<file path="config.mk">
export PLATFORM = sky130hd
export DESIGN_NAME = hid_irq_dma
export DESIGN_NICKNAME = d
export VERILOG_FILES = /design/src/include/hid_pkg.sv /design/src/design/hid_sync3.sv /design/src/design/hid_irq_dma.sv
export VERILOG_INCLUDE_DIRS = /design/src /design/src/include
export SDC_FILE = /design/constraint.sdc
export NUM_CORES = 1
export LEC_CHECK = 0
export ABC_AREA = 1
export ABC_CLOCK_PERIOD_IN_PS = 1900
export BUFFER_PORTS_ARGS = -buffer_cell sky130_fd_sc_hd__buf_2
export CAP_MARGIN = 20
export CELL_PAD_IN_SITES_DETAIL_PLACEMENT = 0
export CELL_PAD_IN_SITES_GLOBAL_PLACEMENT = 1
export CORE_MARGIN = 4
export CORE_UTILIZATION = 35
export DETAILED_ROUTE_END_ITERATION = 12
export GPL_ROUTABILITY_DRIVEN = 0
export PLACE_DENSITY_LB_ADDON = 0.1
export SLEW_MARGIN = 25
export SYNTH_ARGS = -nofsm -noshare
export SYNTH_HDL_FRONTEND = slang
export SYNTH_SLANG_ARGS = --single-unit
</file>
<file path="constraint.sdc">
create_clock -name sys_clk -period 1.9 [get_ports sys_clk]
set_clock_uncertainty 0.15 [all_clocks]
set_input_delay 0.57 -clock sys_clk [delete_from_list [all_inputs] [get_ports sys_clk]]
set_output_delay 0.57 -clock sys_clk [all_outputs]
set_load 0.03 [all_outputs]
</file>
<file path="src/include/hid_defines.svh">
// Purpose: Offsets, field positions, reset values of the host IRQ/DMA request block
// Assumes: 32-bit Avalon-MM data, byte addresses, one word per register
// Notes:   Definitions only
`ifndef HID_DEFINES_SVH
`define HID_DEFINES_SVH

`define HID_ADDR_W        8
`define HID_OFS_MASK1     8'h00
`define HID_OFS_MASK2     8'h04
`define HID_OFS_STAT1     8'h08
`define HID_OFS_STAT2     8'h0c
`define HID_OFS_DIN       8'h10
`define HID_OFS_DOUT      8'h14
`define HID_OFS_REARM     8'h18
`define HID_OFS_EVT       8'h1c
`define HID_OFS_EVT_MASK  8'h20

`define HID_N_EV1         8
`define HID_N_EV2         5
`define HID_M2_DMA_IN     5
`define HID_M2_DMA_OUT    6
`define HID_S2_SUMMARY    7
`define HID_N_EVT         3
`define HID_EVT_TC        0
`define HID_EVT_DACK      1
`define HID_EVT_IRQ       2

`define HID_MASK1_RST     8'h00
`define HID_MASK2_RST     7'h00
`define HID_EVT_MASK_RST  3'h0

`endif

</file>
<file path="src/include/hid_pkg.sv">
// Purpose: Types of the host IRQ/DMA request block
// Assumes: Widths fixed
// Notes:   Constants live in hid_defines.svh
package hid_pkg;

	// Bus-slave sequencing
	typedef enum logic [0:0] {BUS_IDLE, BUS_ANSWER} hid_bus_state_t;

	// Events and flags from the bus protocol chip, same clock
	typedef struct packed {
		logic [7:0] ev_first;
		logic [4:0] ev_second;
		logic       data_in_ready_flag;
		logic       data_out_ready_flag;
	} hid_engine_t;

	// Host channel pins driven by the block
	typedef struct packed {
		logic irq;
		logic irq_oe;
		logic drq;
		logic drq_oe;
	} hid_pins_t;

endpackage

</file>
<file path="src/design/hid_sync3.sv">
// Purpose: Three-flop synchroniser for asynchronous pins
// Assumes: Output changes only when the second and third flops agree
// Notes:   First flop feeds only the second
`timescale 1ns/100ps
module hid_sync3 #(
	parameter int         W       = 2,
	parameter logic [1:0] RST_VAL = 2'h0
) (
	// Clock and reset
	input  wire logic         sys_clk,
	input  wire logic         reset_n,
	input  wire logic         clk_en,
	// Data
	input  wire logic [W-1:0] async_in,
	output logic      [W-1:0] sync_q
);

	logic [W-1:0] s1_q;
	logic [W-1:0] s2_q;
	logic [W-1:0] s3_q;

	genvar i;
	generate
		for (i = 0; i < W; i++) begin : g_bit
			always_ff @(posedge sys_clk) begin
				if (!reset_n) begin
					s1_q[i]   <= RST_VAL[i];
					s2_q[i]   <= RST_VAL[i];
					s3_q[i]   <= RST_VAL[i];
					sync_q[i] <= RST_VAL[i];
				end else if (clk_en) begin
					s1_q[i] <= async_in[i];
					s2_q[i] <= s1_q[i];
					s3_q[i] <= s2_q[i];
					if (s2_q[i] == s3_q[i]) begin
						sync_q[i] <= s3_q[i];
					end
				end
			end
		end
	endgenerate

endmodule

</file>
<file path="src/design/hid_irq_dma.sv">
// Purpose: Host interrupt and DMA request logic of the instrument-bus adapter
// Assumes: Protocol chip events arrive on sys_clk; tc and dack_n are async pins
// Notes:   Registers reached over Avalon-MM with waitrequest
// Operation
// [RULE_01] A chip source requests an interrupt only when its mask bit is set.
// [RULE_02] IRQ pin is driven only while some interrupt enable bit is set.
// [RULE_03] With no enable bit set, the IRQ level stays high.
// [RULE_04] An asserted request holds until its status register is read.
// [RULE_05] Reading a status register clears all its bits.
// [RULE_06] Reading second then first status clears all thirteen causes.
// [RULE_07] A write to the re-arm address re-enables the IRQ output.
// [RULE_08] Handler reads second, first status, sends EOI, then writes re-arm.
// [RULE_09] Terminal-count interrupt needs a DMA direction enable and an interrupt enable.
// [RULE_10] Terminal-count pulse during a DMA transfer raises that interrupt.
// [RULE_11] Terminal-count interrupt has no status bit; second status read clears it.
// [RULE_12] DMA request follows data-in/data-out flags when its direction is enabled.
// [RULE_13] DRQ driven and DACK heeded only while a DMA direction is enabled.
// [RULE_14] DACK low clears the DMA request.
// [RULE_15] DMA request holds until a transfer, input read or output write.
// [RULE_16] Host DMA controller stays off while no direction is enabled.
// [RULE_17] Data-in flag means byte waiting; data-out flag means listeners ready.
// [RULE_18] Terminal-count pulse is synchronised and latched until second status read.
//
// Added by the designer: the placing of the registers and the Avalon-MM register port.
`timescale 1ns/100ps
`include "hid_defines.svh"
module hid_irq_dma (
	// Clock and reset
	input  wire logic                     sys_clk,
	input  wire logic                     reset_n,
	input  wire logic                     clk_en,
	// Avalon-MM slave
	input  wire logic [`HID_ADDR_W-1:0]   address,
	input  wire logic                     read,
	input  wire logic                     write,
	input  wire logic [31:0]              writedata,
	output logic      [31:0]              readdata,
	output logic                          waitrequest,
	// Protocol chip side
	input  wire hid_pkg::hid_engine_t     engine,
	input  wire logic [7:0]               din_byte,
	output logic                          din_read_q,
	output logic                          dout_write_q,
	output logic      [7:0]               dout_byte_q,
	// Host channel pins
	input  wire logic                     tc_pin,
	input  wire logic                     dack_n_pin,
	output hid_pkg::hid_pins_t            pins_q,
	// Block interrupt
	output logic                          sys_irq_q
);

	////////////////////////////////////////////////////////////////////////////////
	// Pin synchronisers

	logic [1:0] pin_sync;
	logic       tc_s;
	logic       dack_n_s;
	logic       tc_prev_q;

	hid_sync3 #(.W(2), .RST_VAL(2'h2)) u_sync (
		.sys_clk  (sys_clk),
		.reset_n  (reset_n),
		.clk_en   (clk_en),
		.async_in ({dack_n_pin, tc_pin}),
		.sync_q   (pin_sync)
	);

	assign tc_s     = pin_sync[0];
	assign dack_n_s = pin_sync[1];

	////////////////////////////////////////////////////////////////////////////////
	// Bus slave

	hid_pkg::hid_bus_state_t bus_state_q;
	logic [7:0]              mask1_q;
	logic [6:0]              mask2_q;
	logic [7:0]              stat1_q;
	logic [4:0]              stat2_q;
	logic                    tc_pend_q;
	logic [2:0]              evt_q;
	logic [2:0]              evt_mask_q;
	logic                    summary;
	logic [31:0]             rd_mux;
	logic                    acc_rd;
	logic                    acc_wr;

	assign acc_rd = read && (bus_state_q == hid_pkg::BUS_ANSWER);
	assign acc_wr = write && (bus_state_q == hid_pkg::BUS_ANSWER);

	always_comb begin
		rd_mux = 32'h0000_0000;
		case (address)
			`HID_OFS_MASK1:    rd_mux[7:0] = mask1_q;
			`HID_OFS_MASK2:    rd_mux[6:0] = mask2_q;
			`HID_OFS_STAT1:    rd_mux[7:0] = stat1_q;
			`HID_OFS_STAT2:    rd_mux[7:0] = {summary, 2'h0, stat2_q};
			`HID_OFS_DIN:      rd_mux[7:0] = din_byte;
			`HID_OFS_EVT:      rd_mux[2:0] = evt_q;
			`HID_OFS_EVT_MASK: rd_mux[2:0] = evt_mask_q;
			default:           rd_mux = 32'h0000_0000;
		endcase
	end

	// One wait cycle, then the answer stands for one edge
	always_ff @(posedge sys_clk) begin
		if (!reset_n) begin
			bus_state_q <= hid_pkg::BUS_IDLE;
			waitrequest <= 1'b1;
			readdata    <= 32'h0000_0000;
		end else if (clk_en) begin
			case (bus_state_q)
				hid_pkg::BUS_IDLE: begin
					if (read || write) begin
						bus_state_q <= hid_pkg::BUS_ANSWER;
						waitrequest <= 1'b0;
						readdata    <= rd_mux;
					end
				end
				hid_pkg::BUS_ANSWER: begin
					bus_state_q <= hid_pkg::BUS_IDLE;
					waitrequest <= 1'b1;
				end
				default: begin
					bus_state_q <= hid_pkg::BUS_IDLE;
					waitrequest <= 1'b1;
				end
			endcase
		end
	end

	////////////////////////////////////////////////////////////////////////////////
	// Mask registers

	logic any_ie;
	logic dma_in_enable;
	logic dma_out_enable;
	logic dma_any;

	assign any_ie         = (|mask1_q) || (|mask2_q[`HID_N_EV2-1:0]);
	assign dma_in_enable  = mask2_q[`HID_M2_DMA_IN];
	assign dma_out_enable = mask2_q[`HID_M2_DMA_OUT];
	assign dma_any        = dma_in_enable || dma_out_enable;

	always_ff @(posedge sys_clk) begin
		if (!reset_n) begin
			mask1_q    <= `HID_MASK1_RST;
			mask2_q    <= `HID_MASK2_RST;
			evt_mask_q <= `HID_EVT_MASK_RST;
		end else if (clk_en && acc_wr) begin
			case (address)
				`HID_OFS_MASK1:    mask1_q    <= writedata[7:0];
				`HID_OFS_MASK2:    mask2_q    <= writedata[6:0];
				`HID_OFS_EVT_MASK: evt_mask_q <= writedata[2:0];
				default: ;
			endcase
		end
	end

	////////////////////////////////////////////////////////////////////////////////
	// Interrupt status, cleared on read; a new event wins over the clear

	logic rd_stat1;
	logic rd_stat2;
	logic tc_hit;

	assign rd_stat1 = acc_rd && (address == `HID_OFS_STAT1);
	assign rd_stat2 = acc_rd && (address == `HID_OFS_STAT2);
	assign summary  = (|(stat1_q & mask1_q)) || (|(stat2_q & mask2_q[`HID_N_EV2-1:0])); // RULE_01

	always_ff @(posedge sys_clk) begin
		if (!reset_n) begin
			stat1_q <= 8'h00;
			stat2_q <= 5'h00;
		end else if (clk_en) begin
			// Clear only what readdata reported, so an event caught during the wait cycle survives
			stat1_q <= (stat1_q & ~(rd_stat1 ? readdata[7:0] : 8'h00)) | engine.ev_first; // RULE_05
			stat2_q <= (stat2_q & ~(rd_stat2 ? readdata[4:0] : 5'h00)) | engine.ev_second; // RULE_06
		end
	end

	// Terminal count while the host acknowledges a transfer
	assign tc_hit = tc_s && !tc_prev_q && dma_any && any_ie && !dack_n_s; // RULE_09 RULE_10

	always_ff @(posedge sys_clk) begin
		if (!reset_n) begin
			tc_prev_q <= 1'b0;
			tc_pend_q <= 1'b0;
		end else if (clk_en) begin
			tc_prev_q <= tc_s;
			if (tc_hit) begin
				tc_pend_q <= 1'b1; // RULE_18
			end else if (rd_stat2) begin
				tc_pend_q <= 1'b0; // RULE_11
			end
		end
	end

	////////////////////////////////////////////////////////////////////////////////
	// IRQ line with shared-level re-arm

	logic irq_req;
	logic arm_q;
	logic rearm_wr;

	assign irq_req  = summary || tc_pend_q; // RULE_04
	assign rearm_wr = acc_wr && (address == `HID_OFS_REARM);

	// After a request is withdrawn the line stays quiet until re-armed
	always_ff @(posedge sys_clk) begin
		if (!reset_n) begin
			arm_q <= 1'b1;
		end else if (clk_en) begin
			if (rearm_wr) begin
				arm_q <= 1'b1; // RULE_07
			end else if (pins_q.irq_oe && pins_q.irq && !irq_req) begin
				arm_q <= 1'b0;
			end
		end
	end

	always_ff @(posedge sys_clk) begin
		if (!reset_n) begin
			pins_q.irq    <= 1'b1;
			pins_q.irq_oe <= 1'b0;
		end else if (clk_en) begin
			pins_q.irq_oe <= any_ie; // RULE_02
			pins_q.irq    <= any_ie ? (irq_req && arm_q) : 1'b1; // RULE_03
		end
	end

	////////////////////////////////////////////////////////////////////////////////
	// DMA request

	logic in_cond;
	logic out_cond;
	logic in_prev_q;
	logic out_prev_q;
	logic dack_act;
	logic drq_set;
	logic drq_clr;
	logic rd_din;
	logic wr_dout;

	assign in_cond  = dma_in_enable && engine.data_in_ready_flag; // RULE_17
	assign out_cond = dma_out_enable && engine.data_out_ready_flag;
	assign dack_act = dma_any && !dack_n_s; // RULE_13
	assign rd_din   = acc_rd && (address == `HID_OFS_DIN);
	assign wr_dout  = acc_wr && (address == `HID_OFS_DOUT);
	assign drq_set  = (in_cond && !in_prev_q) || (out_cond && !out_prev_q); // RULE_12
	assign drq_clr  = dack_act || (rd_din && dma_in_enable) || (wr_dout && dma_out_enable) || !dma_any; // RULE_14 RULE_15

	always_ff @(posedge sys_clk) begin
		if (!reset_n) begin
			in_prev_q     <= 1'b0;
			out_prev_q    <= 1'b0;
			pins_q.drq    <= 1'b0;
			pins_q.drq_oe <= 1'b0;
		end else if (clk_en) begin
			in_prev_q     <= in_cond;
			out_prev_q    <= out_cond;
			pins_q.drq_oe <= dma_any; // RULE_13 RULE_16
			if (drq_set) begin
				pins_q.drq <= 1'b1;
			end else if (drq_clr) begin
				pins_q.drq <= 1'b0;
			end
		end
	end

	// Data register strobes toward the protocol chip
	always_ff @(posedge sys_clk) begin
		if (!reset_n) begin
			din_read_q   <= 1'b0;
			dout_write_q <= 1'b0;
			dout_byte_q  <= 8'h00;
		end else if (clk_en) begin
			din_read_q   <= rd_din;
			dout_write_q <= wr_dout;
			if (wr_dout) begin
				dout_byte_q <= writedata[7:0];
			end
		end
	end

	////////////////////////////////////////////////////////////////////////////////
	// Block events, write one to clear, set wins

	logic [2:0] evt_set;
	logic [2:0] evt_clr;
	logic       irq_prev_q;

	assign evt_set = {pins_q.irq_oe && pins_q.irq && !irq_prev_q, dack_act && pins_q.drq, tc_hit};
	assign evt_clr = (acc_wr && (address == `HID_OFS_EVT)) ? writedata[2:0] : 3'h0;

	always_ff @(posedge sys_clk) begin
		if (!reset_n) begin
			evt_q      <= 3'h0;
			irq_prev_q <= 1'b0;
			sys_irq_q  <= 1'b0;
		end else if (clk_en) begin
			irq_prev_q <= pins_q.irq_oe && pins_q.irq;
			evt_q      <= (evt_q & ~evt_clr) | evt_set;
			sys_irq_q  <= |(evt_q & evt_mask_q);
		end
	end

endmodule

</file>
# After elaboration in Yosys (flattened, before gate mapping)
# Cells that the tools add are included.
# totals
out_inout_bits	48
inputBits	70
regBits	73
wordCells	133
# classes
n_bitwise	13
mux	17
n_reduce_logical	61
n_eq_ne	11
# ops
cell	n
$eq 8x5->1 const B	4
$logic_and 1x1->1	25
$pmux 3 s7	1
$pmux 4 s5	1
$reduce_and 2->1	10
$and 8x8->8	2
$eq 8x4->1 const B	2
$reduce_or 8->1	2
$and 5x5->5	2
$reduce_or 5->1	2
$logic_or 1x1->1	9
$mux 1	9
$eq 8x3->1 const B	1
$eq 8x6->1 const B	1
$logic_not 8->1	1
$mux 8	1
$not 8->8	1
$or 8x8->8	1
$logic_not 1->1	7
$and 3x3->3	2
$reduce_bool 2->1	3
$mux 5	1
$not 5->5	1
$or 5x5->5	1
other kinds (10)	12

# Longest topological paths before layout
# depth
word_depth	8
depth_mapped	9
ltp_nobuf	9

# Cells and area by module
# A second synthesis with hierarchy kept.
# unflattened
hier_cells	504
area_unflattened_um2	3574.7
# by_module_without_submodules
module	area_per_inst_um2	cells_per_inst	instances	seq_area_each_um2
hid_irq_dma	3250.6	462	1	1301.2
hid_sync3	324.1	42	1	160.2

# Least setup slack after synthesis
# Ideal clock, no wire load.
# synth_timing
kind	input port to flip-flop
from	in clk_en
to	reg dout_byte_q[2]
path_slack_ps	258
stages	8
required_time_ps	1684
arrival_time_ps	1426
setup_ps	66
n_path_buf	2
path_cell_list	buf_4 -> inv_4 -> nor2_4 -> nand2_4 -> nor2_4 -> buf_6 -> o21ai_2 -> a21oi_2
# synth_between
elab_chain_cells	1
# synth_rtl
item	line_no	text
from (decl)	hid_irq_dma.sv:31	input wire logic clk_en,
$reduce_and 2->1 (no source line)	--	
to (signal assigned)	hid_irq_dma.sv:281	dout_byte_q <= writedata[7:0];
to (decl)	hid_irq_dma.sv:44	output logic [7:0] dout_byte_q,
# Every way passes these cells.
# A chain may end at the register's enable or synchronous reset.

# Worst setup path after layout
# layout_timing
from	reg pins_q[1] (netlist name)
to	out pins_q[1] (netlist name)
# layout_rtl
item	line_no	text
from (decl)	hid_irq_dma.sv:48	output hid_pkg::hid_pins_t pins_q,
# No word-level cell between the ends.

==> flow_summary.toml <==
[clock_network]
cts_resized = 0
clock-sinks = 73
htree_levels = 3
cts.clk_slew.worst_paths_ns = 0.09
cts_hold_repair.buffers = 0
cts_setup_buffers = 0
cts_tree = "yes"
root_buffer = "clkbuf_8"
cts_buffers = 9
cts_max_path_buffers = 2
worstSkewPairLatency_ns = 0.36

[floorplan]
die_w_um = 109
die-area_um2 = 11800
row_count = 36
io_pins = 118
die_h_um = 109
initial_core_util_pct = 36.2
core_area_um2 = 9820

[pwr]
intPower_w = 0.00220
seqPwrFrac_pct = 51.2
p_sw_w = 0.000924
powerDensity_nw_per_um2 = 724
vdd_ir_drop_max_v = 0.000497
clkPwrFrac_pct = 37.7
swShare_pct = 29.6
leakagePower_nw = 1.90
p_comb_share_pct = 11.0
total_power_w = 0.00312

[timing]
setup-tns-final_ns = 0
fin_worst_hold_slack_ns = 0.273
finalMaxSlewViolations = 0
finalCritPeriodShare_pct = 87.6
rsz0062_at_grt = "no"
setup_violations = 0
finalHoldViolations = 0
fin_crit_ns = 1.66
max_freq_mhz = 601

[yosys]
seq_area_frac_synth_pct = 41.1
synth_mux_area_share_pct = 0
synthAdderAreaFrac_pct = 0
synth_ff_type = "dfxtp_1"
synth_edf_count = 0
synth_top_family_by_area = "simple AND/OR/NAND/NOR gates"
syn-cell-area_um2 = 3550
synth_async_sr_flop_share_pct = 0
yosysUniqueCellTypes = 32
synth_top_area_cell = "dfxtp_1"
synth_top_area_share_pct = 41.1
yosys.area_share.simple_pct = 29.0
synth.avg_cell_area_um2 = 7.18
syn_inst = 495
synth_common_cells = "nand2_1, dfxtp_1, a21oi_1, o21ai_0, inv_1"
yosysMostFrequentCell = "nand2_1"
synth_compound_area_share_pct = 17.9
ys_top_cells_by_area = "dfxtp_1, nand2_1, a21oi_1"
yosys_warnings = 0
synthXorXnorAreaFrac_pct = 0
ys_ff_latch = 73

[route]
drt-vias-per-instance = 4.80
totalWireLength_mm = 10.4
antenna_left = 0
vias = 3496
first_iter_violations = 185
wl_per_cell_um = 14.3
drtPass1Iterations = 4
route.detailed.drc = 0

[layout]
nNetsFinal = 660
synthToLayoutAreaGrowth_pct = 21.4
drive_gt1_share_pct = 24.9
multi_input_area_um2 = 1760
num-fill-cells = 1087
antenna_cells = 0
regArea_um2 = 1460

[critical_path]
crit_family = "flip-flops"
cp_slowest_cell = "dfxtp_1"
worst_setup_path_end_kind = "primary output"
startpoint = "pins_q[1]"
path_cells = "buf_2"
cp_max_fo = 3
critPathKind = "flop to primary output"
start_kind = "flop"
crit_buf_inv = 1
arrival_ns = 0.94
required_ns = 1.18
cpPeakStageDelay_ns = 0.37
rr_startpoint = "mask2_q[6]"

[placed_design]
dp_hpwl_mm = 8.13
numPortBuffers = 69

[flow_run]
cap_violations = 0

[min_path]
hold_class = "input pin to flop"
min-delay-start = "dack_n_pin"

[grt]
first_global_vias = 3359
overflow = 0
grt_max_degree = 21
grt_pass1_wl_mm = 16.8
track_usage_pct = 18.2
antenna_found_initial = 0

[run_status]
status = "complete, no violations"
==> state kept, by name (all words and copies together), names as in the netlist, 2 cells and up <==
signal	flops
evt_q	3
stat2_q	5
readdata	8
u_sync.s1_q	2
mask1_q	8
u_sync.sync_q	2
mask2_q	7
stat1_q	8
u_sync.s3_q	2
evt_mask_q	3
pins_q	4
dout_byte_q	8
u_sync.s2_q	2
==> cells in the final DEF, fill, tap and decap left out, types with 3 or more instances in the layout <==
master and instances:
o21ai_0 44, nand2_2 4, inv_1 38, nand2_1 113
or2_2 3, nor2_4 9, nor2_2 4, buf_2 69
nand3_1 33, a21oi_1 61, buf_4 31, inv_2 3
nand4_1 7, conb_1 24, nor2_1 28, inv_6 3
clkbuf_8 10, nor3_1 8, o21ai_1 11, dfxtp_1 73
==> power by group through the flow <==
stage / registers [W] / clock network [W] / logic, W
finish: 0.00160 / 0.00118 / 0.000345
global route: 0.00161 / 0.00127 / 0.000382
CTS: 0.00160 / 0.00121 / 0.000347
detailed placement: 0.00163 / 0 / 0.000346
global placement: 0.00163 / 0 / 0.000341
floorplan: 0.00164 / 0 / 0.000236
==> cell families after synthesis <==
family	Yosys count
compound gates	123
other cells	1
simple gates	216
buf+inv	82
flops	73
==> metrics by stage <==
stage | cells | util, % | worst slack, ns | instance area [um2]
finish | 728 | 43.9 | 0.236 | 4320
global route | 728 | 43.9 | 0.128 | 4320
CTS | 728 | 43.9 | 0.208 | 4320
detailed placement | 712 | 42.0 | -0.124 | 4130
global placement | 712 | 42.0 | -0.0965 | 4130
floorplan | 518 | - | 0.258 | 3640
==> routing by layer <==
metal  global-route usage (%)  vias to the layer above  share of wire [%]
met4                     5.77                        0                1.7
met5                        0                        -                  0
met2                     28.9                       91                 45
met1                     24.2                     1617                 48
li1                         -                     1775                  -
met3                     4.62                       13                5.2
==> layout make-up <==
cell class / instances / share of cell area [%]
clock inverter: 6 / 1.16
inverter: 43 / 3.86
tap: 133 / 3.86
clock buffer: 10 / 3.19
sequential: 73 / 33.9
multi-input combinational: 363 / 40.7
timing repair buffer: 100 / 13.4
==> worst paths after layout <==
kind,endpoint,slack [ns],cells after the start
setup / recovery,pins_q[1],0.24,1
setup reg to reg,tc_pend_q,0.26,7
hold / removal,u_sync.s1_q[1],0.27,3
hold reg to reg,din_read_q,0.32,2
Power figures use the tool's default switching activity.
